--- src/rtl/ssc_pkg.sv ---
// constants for the synthesizer serial control logic
// assumes one 40 MHz pclk and an apb master for housekeeping access
package ssc_pkg;
   // clock and adapt timer unit
   localparam int unsigned CLK_HZ          = 40_000_000; // pclk rate
   localparam int unsigned ADAPT_UNIT_NS   = 8000;       // one timer step
   localparam int unsigned ADAPT_UNIT_CYC  =
      (ADAPT_UNIT_NS * (CLK_HZ / 1_000_000) + 999) / 1000;
   localparam int unsigned TMR_W           = 12;         // adapt timer width
   // burst lengths
   localparam logic [5:0]  LEN_C           = 6'h08;
   localparam logic [5:0]  LEN_HR          = 6'h10;
   localparam logic [5:0]  LEN_N           = 6'h18;
   localparam logic [5:0]  LEN_ADDR        = 6'h20;
   localparam logic [5:0]  LEN_OVER        = 6'h21;      // saturated count
   // address nibble values in addressed bursts
   localparam logic [3:0]  AN_CTRL         = 4'h0;
   localparam logic [3:0]  AN_REFH         = 4'h1;
   localparam logic [3:0]  AN_MAIN         = 4'h2;
   localparam logic [3:0]  AN_DAC          = 4'h3;
   localparam logic [3:0]  AN_SECH         = 4'h4;
   localparam logic [3:0]  AN_SECR         = 4'h5;
   // control register bit positions
   localparam int unsigned C_SEC_STBY      = 0;
   localparam int unsigned C_MAIN_STBY     = 1;          // main_loop_standby
   localparam int unsigned C_REF_STBY      = 2;
   localparam int unsigned C_PUMP_FLOAT    = 3;
   localparam int unsigned C_SEC_FLOAT     = 4;
   localparam int unsigned C_OPEN_DRAIN    = 5;          // open_drain_ctl
   localparam int unsigned C_OUTB_LVL      = 6;
   localparam int unsigned C_OUTA_LVL      = 7;
   // main divider register fields
   localparam int unsigned N_DIV_W         = 18;
   localparam int unsigned N_PMODE_LO      = 18;         // 2-bit pump mode
   localparam int unsigned N_ADAPT_LO      = 20;         // 2-bit timer code
   localparam int unsigned N_LOCK_WIN      = 22;         // main_lock_window_sel
   localparam int unsigned N_FOUT_SEL      = 23;
   // secondary reference register fields
   localparam int unsigned RS_MULT_LO      = 16;         // 2-bit mult mode
   localparam int unsigned RS_REFR_LO      = 18;         // 2-bit refresh div
   localparam int unsigned RS_OUTA_LO      = 20;         // 2-bit output a sel
   localparam int unsigned RS_ALT_EN       = 22;
   // reset values
   localparam logic [7:0]  C_RST           = 8'h02;      // main loop standby
   localparam logic [15:0] D_RST           = 16'h0000;   // dacs zero scale
   // apb byte addresses
   localparam logic [7:0]  A_CTRL          = 8'h00;
   localparam logic [7:0]  A_REFH          = 8'h04;
   localparam logic [7:0]  A_MAIN          = 8'h08;
   localparam logic [7:0]  A_DAC           = 8'h0c;
   localparam logic [7:0]  A_SECH          = 8'h10;
   localparam logic [7:0]  A_SECR          = 8'h14;
   localparam logic [7:0]  A_RACT          = 8'h18;
   localparam logic [7:0]  A_NSACT         = 8'h1c;
   localparam logic [7:0]  A_STAT          = 8'h20;
   localparam logic [7:0]  A_ALTR          = 8'h24;
   localparam logic [7:0]  A_ALTN          = 8'h28;
endpackage

--- src/rtl/ssc_top.sv ---
// serial control logic of a dual-loop synthesizer: three-wire load port,
// double-buffered dividers, pump, lock, dac and output control, apb access
// assumes serial pins are already synchronous to pclk and sclk is far slower
//
// Functional notes
// - msb first, shift on sclk rising edge
// - select rising moves word to target register
// - 8/16/24 bit bursts load ctrl, refhold, main
// - 32 bit burst decoded by address nibble
// - dac, sec holds only through addressed bursts
// - main write copies ref hold to active
// - main write copies sec hold to active
// - select high with sclk low resynchronises
// - main bits pick pump current mode
// - control bit floats both main pumps
// - adapt timer: high pump, then low
// - timer expiry may engage alternate dividers
// - secondary detector output can be floated
// - main lock window bit, secondary fixed
// - loop lock high only while locked
// - lock is AND of active loops
// - lock indicator low after reset
// - dac codes from dac reg, zero is lowpower
// - output b two bits, output c one
// - refresh divider set by sec reference bits
// - keep-alive refresh when ref asleep, unless multiplier inactive
// - address nibble map 0..5, 32 clocks
// - select high blocks shifting
// - open drain low on 0, float on 1
// - main standby floats output b
//
// Our own choices: the APB interface to the registers and the register addresses.
`timescale 1ns/100ps
module ssc_top #(
   parameter int unsigned ADAPT_UNIT_CYC = ssc_pkg::ADAPT_UNIT_CYC
) (
   input  wire logic        pclk,              // 40 MHz clock
   input  wire logic        presetn,           // async reset, active low
   input  wire logic        psel,              // apb select
   input  wire logic        penable,           // apb access phase
   input  wire logic        pwrite,            // apb direction
   input  wire logic [7:0]  paddr,             // apb byte address
   input  wire logic [31:0] pwdata,            // apb write data
   output logic      [31:0] prdata,            // apb read data
   output logic             pready,            // apb ready
   output logic             pslverr,           // apb error on unmapped
   input  wire logic        enb_n,             // port select, active low
   input  wire logic        sdin,              // serial data
   input  wire logic        sclk,              // serial clock
   input  wire logic        main_lock,         // main loop lock detect
   input  wire logic        sec_lock,          // secondary loop lock detect
   output logic      [15:0] main_ref_div,      // active main reference div
   output logic      [17:0] main_loop_div,     // active main loop div
   output logic      [15:0] sec_ref_div,       // secondary reference div
   output logic      [15:0] sec_loop_div,      // active secondary loop div
   output logic             pump_high_current, // high pump driving
   output logic             pump_low_current,  // low pump driving
   output logic             sec_detector_oe_n, // sec detector enable, low on
   output logic             main_lock_window_sel, // main lock window choice
   output logic             lock_indicator,    // combined lock
   output logic      [7:0]  dac1_code,         // dac 1 code
   output logic      [7:0]  dac2_code,         // dac 2 code
   output logic             dac1_lowpower,     // dac 1 in low power
   output logic             dac2_lowpower,     // dac 2 in low power
   output logic             main_standby,      // main loop in standby
   output logic             sec_standby,       // secondary loop in standby
   output logic             out_a_level,       // general output a level
   output logic      [1:0]  out_a_sel,         // output a function select
   output logic             out_b_o,           // output b level
   output logic             out_b_oe_n,        // output b enable, low on
   output logic             out_c_o,           // open-drain level, always 0
   output logic             out_c_oe_n,        // open-drain enable, low on
   output logic      [1:0]  refresh_div_sel,   // multiplier refresh divider
   output logic             refresh_from_ref,  // refresh from reference osc
   output logic             keepalive_en       // keep-alive osc running
);
   // refuse timer units that overflow the timer at the largest code
   if (ADAPT_UNIT_CYC == 0 || 3 * ADAPT_UNIT_CYC >= (1 << ssc_pkg::TMR_W))
      $error("ssc_top: ADAPT_UNIT_CYC out of range");

   localparam logic [ssc_pkg::TMR_W-1:0] UNIT =
      ssc_pkg::TMR_W'(ADAPT_UNIT_CYC);  // one timer step in cycles

   // whole module state
   typedef struct packed {
      logic [7:0]                ctrl;    // control register
      logic [15:0]               refh;    // ref_hold_reg
      logic [23:0]               mainr;   // main divider register
      logic [15:0]               dac;     // dac register
      logic [15:0]               sech;    // sec_div_hold_reg
      logic [23:0]               secr;    // secondary reference register
      logic [15:0]               r_act;   // active main reference div
      logic [15:0]               ns_act;  // active secondary loop div
      logic [31:0]               shreg;   // serial shift register
      logic [5:0]                cnt;     // bits in current burst
      logic                      enb_p;   // select last cycle
      logic                      sclk_p;  // sclk last cycle
      logic                      desync;  // port out of step
      logic [15:0]               alt_r;   // alternate main reference div
      logic [17:0]               alt_n;   // alternate main loop div
      logic                      use_alt; // alternate set engaged
      logic [ssc_pkg::TMR_W-1:0] tmr;     // adapt timer
      logic                      adapt;   // adapt timer running
      logic                      lock;    // registered lock indicator
      logic [31:0]               rdata;   // apb read data
      logic                      rerr;    // apb error for this access
   } ssc_state_t;

   ssc_state_t s_q;  // registered state
   ssc_state_t s_d;  // next state

   logic       sclk_rise;  // rising sclk edge seen this cycle
   logic       enb_rise;   // select released this cycle
   logic       enb_move;   // select changed this cycle
   logic       map_hit;    // apb address decodes
   logic [1:0] pmode;      // main pump mode bits
   logic [1:0] acode;      // adapt timer code
   logic       main_wr;    // main divider load lands this cycle

   assign sclk_rise = sclk & ~s_q.sclk_p;
   assign enb_rise  = enb_n & ~s_q.enb_p;
   assign enb_move  = enb_n ^ s_q.enb_p;
   assign pmode     = s_q.mainr[ssc_pkg::N_PMODE_LO +: 2];
   assign acode     = s_q.mainr[ssc_pkg::N_ADAPT_LO +: 2];
   assign map_hit   = paddr[1:0] == 2'h0 && paddr <= ssc_pkg::A_ALTN;
   // short 24 bit burst or addressed burst with the main nibble
   assign main_wr   = enb_rise && !s_q.desync
      && (s_q.cnt == ssc_pkg::LEN_N || (s_q.cnt == ssc_pkg::LEN_ADDR
          && s_q.shreg[31:28] == ssc_pkg::AN_MAIN));

   // next state: serial port, register loads, adapt timer, lock, apb
   always_comb begin
      s_d        = s_q;
      s_d.enb_p  = enb_n;
      s_d.sclk_p = sclk;
      // select moved while sclk high: port loses step
      if (enb_move && sclk) begin
         s_d.desync = 1'b1;
      end else if (enb_n && !sclk) begin
         s_d.desync = 1'b0;
      end
      // shift only while selected and in step, msb arrives first
      if (!enb_n && sclk_rise && !s_q.desync) begin
         s_d.shreg = {s_q.shreg[30:0], sdin};
         if (s_q.cnt != ssc_pkg::LEN_OVER) begin
            s_d.cnt = s_q.cnt + 6'h01;
         end
      end
      // adapt timer counts down, then hands over to the low pump
      if (s_q.adapt) begin
         s_d.tmr = s_q.tmr - 1'b1;
         if (s_q.tmr == 1) begin
            s_d.adapt   = 1'b0;
            s_d.use_alt = s_q.secr[ssc_pkg::RS_ALT_EN];
         end
      end
      // select released: move word by length or address nibble
      if (enb_rise) begin
         s_d.cnt = 6'h00;
         if (!s_q.desync) begin
            case (s_q.cnt)
               ssc_pkg::LEN_C:  s_d.ctrl = s_q.shreg[7:0];
               ssc_pkg::LEN_HR: s_d.refh = s_q.shreg[15:0];
               ssc_pkg::LEN_N:  s_d.mainr = s_q.shreg[23:0];
               ssc_pkg::LEN_ADDR: begin
                  case (s_q.shreg[31:28])
                     ssc_pkg::AN_CTRL: s_d.ctrl = s_q.shreg[7:0];
                     ssc_pkg::AN_REFH: s_d.refh = s_q.shreg[15:0];
                     ssc_pkg::AN_MAIN: s_d.mainr = s_q.shreg[23:0];
                     ssc_pkg::AN_DAC:  s_d.dac = s_q.shreg[15:0];
                     ssc_pkg::AN_SECH: s_d.sech = s_q.shreg[15:0];
                     ssc_pkg::AN_SECR: s_d.secr = s_q.shreg[23:0];
                     default: ;  // unused nibbles load nothing
                  endcase
               end
               default: ;  // any other length is dropped
            endcase
            // a main write transfers both holding registers at once
            if (main_wr) begin
               s_d.r_act   = s_q.refh;
               s_d.ns_act  = s_q.sech;
               s_d.use_alt = 1'b0;
               // nonzero adapt code restarts the high pump window
               if (s_q.shreg[ssc_pkg::N_ADAPT_LO +: 2] != 2'h0) begin
                  s_d.adapt = 1'b1;
                  s_d.tmr   = ssc_pkg::TMR_W'(
                     s_q.shreg[ssc_pkg::N_ADAPT_LO +: 2]) * UNIT;
               end else begin
                  s_d.adapt = 1'b0;
               end
            end
         end
      end
      // each loop counts only when awake; both asleep shows unlocked
      s_d.lock = (s_q.ctrl[ssc_pkg::C_MAIN_STBY] | main_lock)
               & (s_q.ctrl[ssc_pkg::C_SEC_STBY] | sec_lock)
               & ~(s_q.ctrl[ssc_pkg::C_MAIN_STBY]
                   & s_q.ctrl[ssc_pkg::C_SEC_STBY]);
      // apb: read data prepared in setup so access phase needs no wait
      if (psel && !penable) begin
         s_d.rerr = ~map_hit;
         case (paddr)
            ssc_pkg::A_CTRL:  s_d.rdata = {24'h0, s_q.ctrl};
            ssc_pkg::A_REFH:  s_d.rdata = {16'h0, s_q.refh};
            ssc_pkg::A_MAIN:  s_d.rdata = {8'h0, s_q.mainr};
            ssc_pkg::A_DAC:   s_d.rdata = {16'h0, s_q.dac};
            ssc_pkg::A_SECH:  s_d.rdata = {16'h0, s_q.sech};
            ssc_pkg::A_SECR:  s_d.rdata = {8'h0, s_q.secr};
            ssc_pkg::A_RACT:  s_d.rdata = {16'h0, s_q.r_act};
            ssc_pkg::A_NSACT: s_d.rdata = {16'h0, s_q.ns_act};
            ssc_pkg::A_STAT:  s_d.rdata = {28'h0, s_q.use_alt, s_q.adapt,
                                           s_q.desync, s_q.lock};
            ssc_pkg::A_ALTR:  s_d.rdata = {16'h0, s_q.alt_r};
            ssc_pkg::A_ALTN:  s_d.rdata = {14'h0, s_q.alt_n};
            default:          s_d.rdata = 32'h0;
         endcase
      end
      // writes land at the access edge; only alternate dividers writable
      if (psel && penable && pwrite) begin
         if (paddr == ssc_pkg::A_ALTR) begin
            s_d.alt_r = pwdata[15:0];
         end else if (paddr == ssc_pkg::A_ALTN) begin
            s_d.alt_n = pwdata[17:0];
         end
      end
   end

   // state register
   always_ff @(posedge pclk or negedge presetn) begin
      if (!presetn) begin
         s_q       <= '0;
         s_q.ctrl  <= ssc_pkg::C_RST;
         s_q.dac   <= ssc_pkg::D_RST;
         s_q.enb_p <= 1'b1;
         s_q.lock  <= 1'b0;
      end else begin
         s_q <= s_d;
      end
   end

   // apb answers in the first access cycle
   assign pready  = 1'b1;
   assign prdata  = s_q.rdata;
   assign pslverr = psel & penable & s_q.rerr;

   // divider outputs; alternate pair replaces main pair after expiry
   assign main_ref_div  = s_q.use_alt ? s_q.alt_r : s_q.r_act;
   assign main_loop_div = s_q.use_alt ? s_q.alt_n
                                      : s_q.mainr[ssc_pkg::N_DIV_W-1:0];
   assign sec_ref_div   = s_q.secr[15:0];
   assign sec_loop_div  = s_q.ns_act;

   // pumps: float bit overrides mode; adapt runs high then low
   always_comb begin
      if (s_q.ctrl[ssc_pkg::C_PUMP_FLOAT]) begin
         pump_high_current = 1'b0;
         pump_low_current  = 1'b0;
      end else if (acode != 2'h0) begin
         pump_high_current = s_q.adapt;
         pump_low_current  = ~s_q.adapt;
      end else begin
         pump_high_current = pmode[1];
         pump_low_current  = pmode[0];
      end
   end

   assign sec_detector_oe_n    = s_q.ctrl[ssc_pkg::C_SEC_FLOAT];
   assign main_lock_window_sel = s_q.mainr[ssc_pkg::N_LOCK_WIN];
   assign lock_indicator       = s_q.lock;
   assign main_standby         = s_q.ctrl[ssc_pkg::C_MAIN_STBY];
   assign sec_standby          = s_q.ctrl[ssc_pkg::C_SEC_STBY];

   // dacs sleep at zero scale; reset leaves both there
   assign dac1_code     = s_q.dac[7:0];
   assign dac2_code     = s_q.dac[15:8];
   assign dac1_lowpower = s_q.dac[7:0] == 8'h00;
   assign dac2_lowpower = s_q.dac[15:8] == 8'h00;

   // general outputs
   assign out_a_level = s_q.ctrl[ssc_pkg::C_OUTA_LVL];
   assign out_a_sel   = s_q.secr[ssc_pkg::RS_OUTA_LO +: 2];
   assign out_b_o     = s_q.ctrl[ssc_pkg::C_OUTB_LVL];
   assign out_b_oe_n  = s_q.ctrl[ssc_pkg::C_MAIN_STBY];
   assign out_c_o     = 1'b0;
   assign out_c_oe_n  = s_q.ctrl[ssc_pkg::C_OPEN_DRAIN];

   // multiplier refresh: keep-alive only when ref asleep and mult active
   assign refresh_div_sel  = s_q.secr[ssc_pkg::RS_REFR_LO +: 2];
   assign refresh_from_ref = ~s_q.ctrl[ssc_pkg::C_REF_STBY];
   assign keepalive_en     = s_q.ctrl[ssc_pkg::C_REF_STBY]
      & (s_q.secr[ssc_pkg::RS_MULT_LO +: 2] != 2'h0);

   // cycles spent in the high pump window since the last main write;
   // a counter, since the window at the default step is far too long
   // to be spelled out as a delay
   logic [ssc_pkg::TMR_W-1:0] adapt_run_q;
   always_ff @(posedge pclk or negedge presetn) begin
      if (!presetn) begin
         adapt_run_q <= '0;
      end else if (main_wr || !s_q.adapt) begin
         adapt_run_q <= '0;  // a reload starts the window afresh
      end else begin
         adapt_run_q <= adapt_run_q + 1'b1;
      end
   end
endmodule

--- config.mk ---
export PLATFORM = sky130hd
export DESIGN_NAME = ssc_top
export DESIGN_NICKNAME = d
export VERILOG_FILES = /design/src/rtl/ssc_pkg.sv /design/src/rtl/ssc_top.sv
export SDC_FILE = /design/constraint.sdc
export NUM_CORES = 1
export LEC_CHECK = 0
export BUFFER_PORTS_ARGS = -buffer_cell sky130_fd_sc_hd__buf_2
export CAP_MARGIN = 0
export CORE_MARGIN = 5
export CORE_UTILIZATION = 64
export CTS_BUF_LIST = sky130_fd_sc_hd__clkbuf_4
export CTS_CLUSTER_SIZE = 14
export DETAILED_ROUTE_END_ITERATION = 7
export PLACE_DENSITY = 0.94
export SETUP_SLACK_MARGIN = 0.05
export SLEW_MARGIN = 0
export SYNTH_ARGS = -nofsm -noshare
export SYNTH_HDL_FRONTEND = slang
export SYNTH_SLANG_ARGS = --single-unit
--- constraint.sdc ---
create_clock -name pclk -period 3.7 [get_ports pclk]
set_input_delay 0.185 -clock pclk [delete_from_list [all_inputs] [get_ports pclk]]
set_output_delay 0.185 -clock pclk [all_outputs]
set_load 0.01 [all_outputs]
# [Word-level counts from Yosys, hierarchy flattened]
# Cells that the tools add are included.
# Widths: inputs -> output; s select.
[totals] ff_bits=259
[op_classes] addsub=2 eq_ne=24 magnitude_cmp=1 multipliers=1 mux=26 bitwise=19 reduce_logical=40
[ops] cell="$pmux 24 s11" n=1
[ops] cell="$mux 14" n=4
[ops] cell="$pmux 24 s2" n=1
[ops] cell="$eq 8x5->1 const B" n=4
[ops] cell="$mux 16" n=2
[ops] cell="$pmux 16 s2" n=1
[ops] cell="$eq 8x6->1 const B" n=3
[ops] cell="$logic_not 8->1" n=3
[ops] cell="$mux 24" n=1
[ops] cell="$reduce_and 4->1" n=6
[ops] cell="$mux 18" n=1
[ops] cell="$mux 6" n=3
[ops] cell="$reduce_bool 2->1" n=9
[ops] cell="$eq 8x4->1 const B" n=2
[ops] cell="$pmux 8 s2" n=1
[ops] cell="$eq 12x1->1 const B" n=1
[ops] cell="$eq 6x5->1 const B" n=2
[ops] cell="$mux 12" n=1
[ops] cell="$sub 12x1->12 const B" n=1
[ops] cell="$logic_and 1x1->1" n=11
[ops] cell="$mux 1" n=9
[ops] cell="$and 1x1->1" n=8
[ops] cell="$eq 4x2->1 const B" n=2
[ops] cell="$eq 4x3->1 const B" n=2
[ops] cell="19 further kinds" n=34

# [Logic depth before layout (Yosys ltp)]
# Gate-level depths: netlist of run 1.
[logic_depth] word_depth=7 mapped_depth=8 ltp_nobuf=6

# [Least setup slack after synthesis of run 1]
# No wires, ideal clock.
[synth_timing] kind="reg-to-reg" startpoint="reg s_q[84] (netlist name)" endpoint="reg s_q[240] (netlist name)" arrival_time_ns=2.050 stages_incl_launch_ff=9 path_slack_ns=1.525 t_required_ns=3.575 setup_time_ns=0.125 cell_sequence="dfstp_2 > inv_1 > ha_1 > nand4bb_1 > clkbuf_1 > or3_1 > clkbuf_1 > buf_2 > mux2_2"
[synth_between] elab_chain_len=3
[synth_rtl] item="start: declaration" line="ssc_top.sv:109" text="ssc_state_t s_q;"
[synth_rtl] item="$not 1->1" line="ssc_top.sv:121" text="assign enb_rise = enb_n & ~s_q.enb_p;"
[synth_rtl] item="$and 1x1->1" line="ssc_top.sv:121"
[synth_rtl] item="$reduce_and 4->1 (no source line)"
# Every way passes these cells.
# A chain may end at the register's enable or synchronous reset.

# [Worst setup path after layout of run 1]
[layout_timing] startpoint="reg s_q[47] (netlist name)" endpoint="out main_loop_div[1]"
[layout_between] elab_chain_len=1
[layout_rtl] item="$mux 18" line="ssc_top.sv:248" text="assign main_loop_div = s_q.use_alt ? s_q.alt_n"
[layout_rtl] item="end: declaration" line="ssc_top.sv:53" text="output logic [17:0] main_loop_div,"
# Every way passes these cells.

==> results_dict.tcl, run 1 <==
set metrics [dict create \
    avgSynthCellArea_um2 12.7 \
    crit_family "flip-flops" \
    drt_first_iter_violations 867 \
    chipHeight_um 150 \
    grt_pass1_vias 9464 \
    max_cap_violations 0 \
    portBuffers 161 \
    track_usage 0.306 \
    dp_hpwl_mm 22.4 \
    core_um2 19300 \
    cts_buffer_depth 3 \
    clock_latency_ns 0.68 \
    layout_commonest_cell "dfrtp_1" \
    drcViolationCount 0 \
    required_ns 3.51 \
    synth-main-ff-cell "dfrtp_1" \
    die_x_um 150 \
    routed_wl_mm 34.0 \
    p_sw_mw 1.39 \
    overflow 0 \
    start_util 0.645 \
    endpoint_kind "primary output" \
    path_class "register to primary output" \
    cts_sinks 251 \
    vias_per_cell 6.36 \
    hold_class "primary input to register" \
    htree_levels 3 \
    fin_tns_setup_ns 0 \
    die_area_um2 22400 \
    rsz0062_at_grt "false" \
    synthArstFlopShare 1.00 \
    ys_ff_latch 251 \
    dr_total_vias 9108 \
    crit_path_top_delay_cell "dfrtp_1" \
    drive_above_1_share 0.478 \
    cpPeakStageDelay_ns 1.16 \
    irDropWorstVdd_mv 0.227 \
    cts_buffers 66 \
    internal_power_mw 4.15 \
    final_antenna_net_count 0 \
    grt_pass1_wl_mm 52.9 \
    worst_pin_slew_ns 1.24 \
    combPwrFrac 0.054 \
    tritoncts "built" \
    drt-wirelength-per-cell_um 23.8 \
    holdWs_ns 0.0439 \
    slew_viol_final 0 \
    ys_warn_count 0 \
    synthCells 985 \
    fmaxAchievable_mhz 333 \
    cts_resized 0 \
    hold_violations 0 \
    power.density_nw_per_um2 395 \
    switching_share 0.250 \
    ys_seq_area_frac 0.504 \
    synth_edf_count 0 \
    period_share 0.812 \
    fin_worst_skew_ns 0.0637 \
    mostFrequentLayoutCells "dfrtp_1, mux2_2, buf_2, clkbuf_4, nor2_1" \
    grt_max_degree 128 \
    arrival_ns 2.82 \
    critPathLaunchType "register" \
    p_clk_frac 0.426 \
    cts_root_buffer "clkbuf_4" \
    path_buf_inv 2 \
    finalCriticalPeriod_ns 3.01 \
    antenna_found_initial 2 \
    firstDrtPassIters 5 \
    slew_headroom 0.176 \
    ys_types 65 \
    area_growth_pct 12.4 \
    cp_max_fo 23 \
    leakage_nw 7.06 \
    synth_area_um2 12500 \
    status "completed" \
    pwr-share-seq 0.520 \
    path_clk_slew_ns 0.07 \
    final-setup-viol-count 0 \
    path_cells "buf_4 -> mux2_2 -> buf_2" \
    place_congestion 0.880 \
    nNetsFinal 1183 \
    num_rows 51 \
    pin_count 186 \
]
## synthesized netlist by cell type, types with 7 or more instances
master     number  area (um2)
nand2b_1        7        43.8
a22o_1          8        70.1
mux2i_1        20         200
nand3_1         9        45.0
xnor2_1         8        70.1
clkbuf_1       33         124
mux2_2        240        2700
and3_1         10        62.6
dfrtp_1       249        6230
o21ai_0        16        80.1
or4_1           7        52.6
buf_2          14        70.1
buf_4          89         668
o2bb2ai_1      10        87.6
mux4_2         10         225
xor2_1          7        61.3
nor3_1         16        80.1
o31ai_1         8        60.1
nand2_1        25        93.8
a22oi_1        31         233
nor2_1         33         124
a21oi_1        11        55.1
inv_1          12        45.0
## worst reg2reg max path, cell delays in order, from the launching register on
cell       delay [ns]
dfstp_2          0.36
inv_1            0.04
ha_1             0.29
nand4bb_1        0.41
nor3_2           0.91
mux2_2           0.43
## metrics by stage
stage / setup WS, ns / std cells / instance area (um2) / util / total power, mW
CTS: 0.708 / 1429 / 14000 / 0.724 / 5.56
finish: 0.694 / 1431 / 14000 / 0.725 / 5.54
global route: 0.627 / 1430 / 14000 / 0.724 / 5.76
detailed placement: 0.970 / 1300 / 13000 / 0.671 / 3.20
global placement: 0.990 / 1300 / 13000 / 0.671 / 3.19
floorplan: 1.53 / 993 / 12500 / - / 3.04
## registers in the layout, summed over array words and instances (netlist names)
| signal | count |
|---|---|
| prdata | 24 |
| s_q | 163 |
| pmode | 2 |
| main_standby | 1 |
| out_a_sel | 2 |
| dac1_code | 8 |
| acode | 2 |
| sec_detector_oe_n | 1 |
| out_a_level | 1 |
| dac2_code | 8 |
| sec_loop_div | 16 |
| main_lock_window_sel | 1 |
| sec_standby | 1 |
| out_b_o | 1 |
| out_c_oe_n | 1 |
| sec_ref_div | 16 |
| lock_indicator | 1 |
| refresh_div_sel | 2 |
## area by class of cell
class                           instances  area (um2)
Clock buffer                           96         721
Tap cell                              265         332
Clock inverter                          9        63.8
Sequential cell                       251        6280
Fill cell                            1186        5330
Inverter                               12        45.0
Antenna cell                            2        5.00
Multi-Input combinational cell        587        5300
Timing Repair Buffer                  209        1260
## cell families (layout without fill, tap and decap cells)
family	Yosys count	count (layout)	synth area share
muxes	270	270	0.251
xor gates and xnor gates	15	15	0.0105
buffers and inverters	155	326	0.0767
DFF	251	251	0.504
adders and majority gates	6	6	0.00602
other	2	12	0.000602
AOI/OAI and AO/OA	127	127	0.0758
and+or+nand+nor	159	159	0.0755
## routing by layer
metal | share of wire | global-route usage | vias to the layer above
li1 | - | - | 3846
met2 | 0.49 | 0.500 | 593
met3 | 0.11 | 0.0924 | 116
met5 | 0.00053 | 0 | -
met4 | 0.034 | 0.119 | 2
met1 | 0.37 | 0.385 | 4551
## repair_timing
item	4_1_cts	5_1_grt
endpoints found under the hold margin	161	0
buffers inserted	0	0
hold buffers	24	0
## power groups by stage
| stage | registers, mW | logic, mW | clock network (mW) |
|---|---|---|---|
| floorplan | 2.89 | 0.151 | 0 |
| global placement | 2.92 | 0.263 | 0 |
| detailed placement | 2.93 | 0.273 | 0 |
| CTS | 2.88 | 0.295 | 2.39 |
| global route | 2.89 | 0.325 | 2.55 |
| finish | 2.88 | 0.297 | 2.36 |
## path summary, 6_finish.rpt
kind                                         from                      to  slack, ns  depth (start not counted)
setup / recovery                s_q[47]$_DFF_PN0_        main_loop_div[1]       0.69                          3
hold / removal                           paddr[6]   prdata[5]$_DFFE_PN0P_       0.04                          4
setup reg to reg                s_q[84]$_DFF_PN1_    s_q[253]$_DFFE_PN0P_       1.14                          5
hold reg to reg            prdata[16]$_DFFE_PN0P_  prdata[16]$_DFFE_PN0P_       0.48                          2
max in group asynchronous                 presetn       s_q[46]$_DFF_PN0_       2.44                          3
min in group asynchronous                 presetn    s_q[216]$_DFFE_PN0P_       0.20                          2
Power figures use the tool's default switching activity.
==> inputs of run 2 (changes only) <==
CORE_UTILIZATION = 54   (was 64)
PLACE_DENSITY = 0.85   (was 0.94)
clock period = 2.5 ns   (was 3.7 ns; I/O delays follow)
==> results_dict.tcl, run 2 (same netlist as run 1, synthesis figures left out) <==
set metrics [dict create \
    cp_max_fo 15 \
    hold_class "primary input to register" \
    overflow 0 \
    drive_above_1_share 0.477 \
    pin_count 186 \
    regMostFlops "s_q" \
    fillers 1683 \
    power.density_nw_per_um2 555 \
    largest_reg_flops 163 \
    start_util 0.549 \
    drt-wirelength-per-cell_um 22.7 \
    finalCriticalPeriod_ns 2.43 \
    portBuffers 161 \
    htree_levels 2 \
    fin_tns_setup_ns 0 \
    track_usage 0.249 \
    drt_first_iter_violations 784 \
    arrival_ns 3.06 \
    fin_worst_skew_ns 0.0704 \
    cts_sinks 251 \
    mostFrequentLayoutCells "dfrtp_1, mux2_2, buf_2, clkbuf_4, buf_4" \
    firstDrtPassIters 5 \
    leakage_nw 7.17 \
    path_clk_slew_ns 0.06 \
    drcViolationCount 0 \
    hold_violations 0 \
    core_um2 22700 \
    num_rows 55 \
    placement.cell_area_um2 13200 \
    cts_buffer_depth 3 \
    endpoint_kind "register" \
    rsz0062_at_grt "false" \
    clock_latency_ns 0.71 \
    slew_viol_final 0 \
    status "completed" \
    grt_pass1_vias 9080 \
    cts_root_buffer "clkbuf_4" \
    fmaxAchievable_mhz 412 \
    final_cell_area_um2 14200 \
    dp_hpwl_mm 22.8 \
    final_antenna_net_count 0 \
    area_growth_pct 14.3 \
    cts_buffers 61 \
    critPathLaunchType "primary input" \
    period_share 0.971 \
    required_ns 3.13 \
    layout_commonest_cell "dfrtp_1" \
    dr_total_vias 8957 \
    antenna_found_initial 1 \
    final-setup-viol-count 0 \
    worst_pin_slew_ns 1.06 \
    chipHeight_um 162 \
    tritoncts "built" \
    routed_wl_mm 33.4 \
    irDropWorstVdd_mv 0.299 \
    seqCellArea_um2 6280 \
    vias_per_cell 6.08 \
    die_area_um2 26200 \
    place_congestion 0.884 \
    multi_input_area_um2 5310 \
    max_cap_violations 0 \
    die_x_um 162 \
    grt_max_degree 70 \
    slew_headroom 0.291 \
    path_class "primary input to register" \
    grt_pass1_wl_mm 51.5 \
    nNetsFinal 1203 \
]
==> run 2: cell types whose count changed in the layout (fill, tap and decap cells not counted), sizes merged, moves of 2 or more <==
| cell | delta |
|---|---|
| clkbuf | -6 |
| inv | -2 |
| clkinv | +7 |
| dlygate4sd3 | +6 |
| buf | +19 |
==> run 2: cell type report <==
| cell class | instances | share of cell area |
|---|---|---|
| tap | 285 | 0.0250 |
| clock inverter | 12 | 0.00316 |
| timing repair buffer | 234 | 0.108 |
| inverter | 12 | 0.00316 |
| antenna | 1 | 0.000176 |
| clock buffer | 90 | 0.0474 |
| sequential | 251 | 0.441 |
| multi-input combinational | 587 | 0.372 |
==> run 2: final timing paths <==
| kind | start | slack, ns | to | cells after the start |
|---|---|---|---|---|
| worst max-delay path | paddr[6] | 0.07 | prdata[1]$_DFFE_PN0P_ | 6 |
| worst min-delay path | paddr[0] | 0.05 | prdata[11]$_DFFE_PN0P_ | 5 |
| worst max register to register | s_q[84]$_DFF_PN1_ | 0.26 | s_q[228]$_DFFE_PN0P_ | 7 |
| worst min register to register | prdata[19]$_DFFE_PN0P_ | 0.48 | prdata[19]$_DFFE_PN0P_ | 2 |
| max in group asynchronous | presetn | 1.48 | s_q[84]$_DFF_PN1_ | 4 |
| min in group asynchronous | presetn | 0.41 | s_q[238]$_DFFE_PN0P_ | 3 |
==> run 2: routing by layer <==
metal | share of wire | GRT usage | vias to the layer above
met1 | 0.40 | 0.329 | 4502
li1 | - | - | 3879
met3 | 0.095 | 0.0581 | 78
met5 | 0 | 0 | -
met2 | 0.48 | 0.406 | 498
met4 | 0.029 | 0.0903 | 0
==> run 2: metrics by stage <==
| step | power, mW | worst slack, ns | utilization | hold WS (ns) | cells |
|---|---|---|---|---|---|
| 2_1_floorplan | 4.50 | 0.325 | - | -0.171 | 993 |
| 4_1_cts | 7.98 | 0.0596 | 0.627 | 0.00163 | 1471 |
| 3_5_place_dp | 4.76 | 0.289 | 0.580 | 0.118 | 1338 |
| 6_report | 7.91 | 0.0731 | 0.627 | 0.0500 | 1472 |
| 5_1_grt | 8.24 | 0.0718 | 0.627 | 0.0438 | 1472 |
| 3_3_place_gp | 4.74 | 0.317 | 0.580 | 0.118 | 1338 |
==> run 2: critical path: stages <==
cell and delay [ns]:
dlygate4sd3_1 0.57, buf_2 0.19, or4_1 0.69, a211o_4 0.48
o311ai_0 0.38, dlygate4sd3_1 0.62
==> run 2: repair_timing <==
action	4_1_cts	5_1_grt
hold buffers	31	0
hold endpoints to repair	291	0
resized for setup	0	3
setup buffers	0	0
endpoints found under the setup margin	0	1
==> run 2: power breakdown <==
group / internal [mW] / switching, mW
Sequential: 4.13 / 0.134
Clock: 1.62 / 1.56
Combinational: 0.194 / 0.273
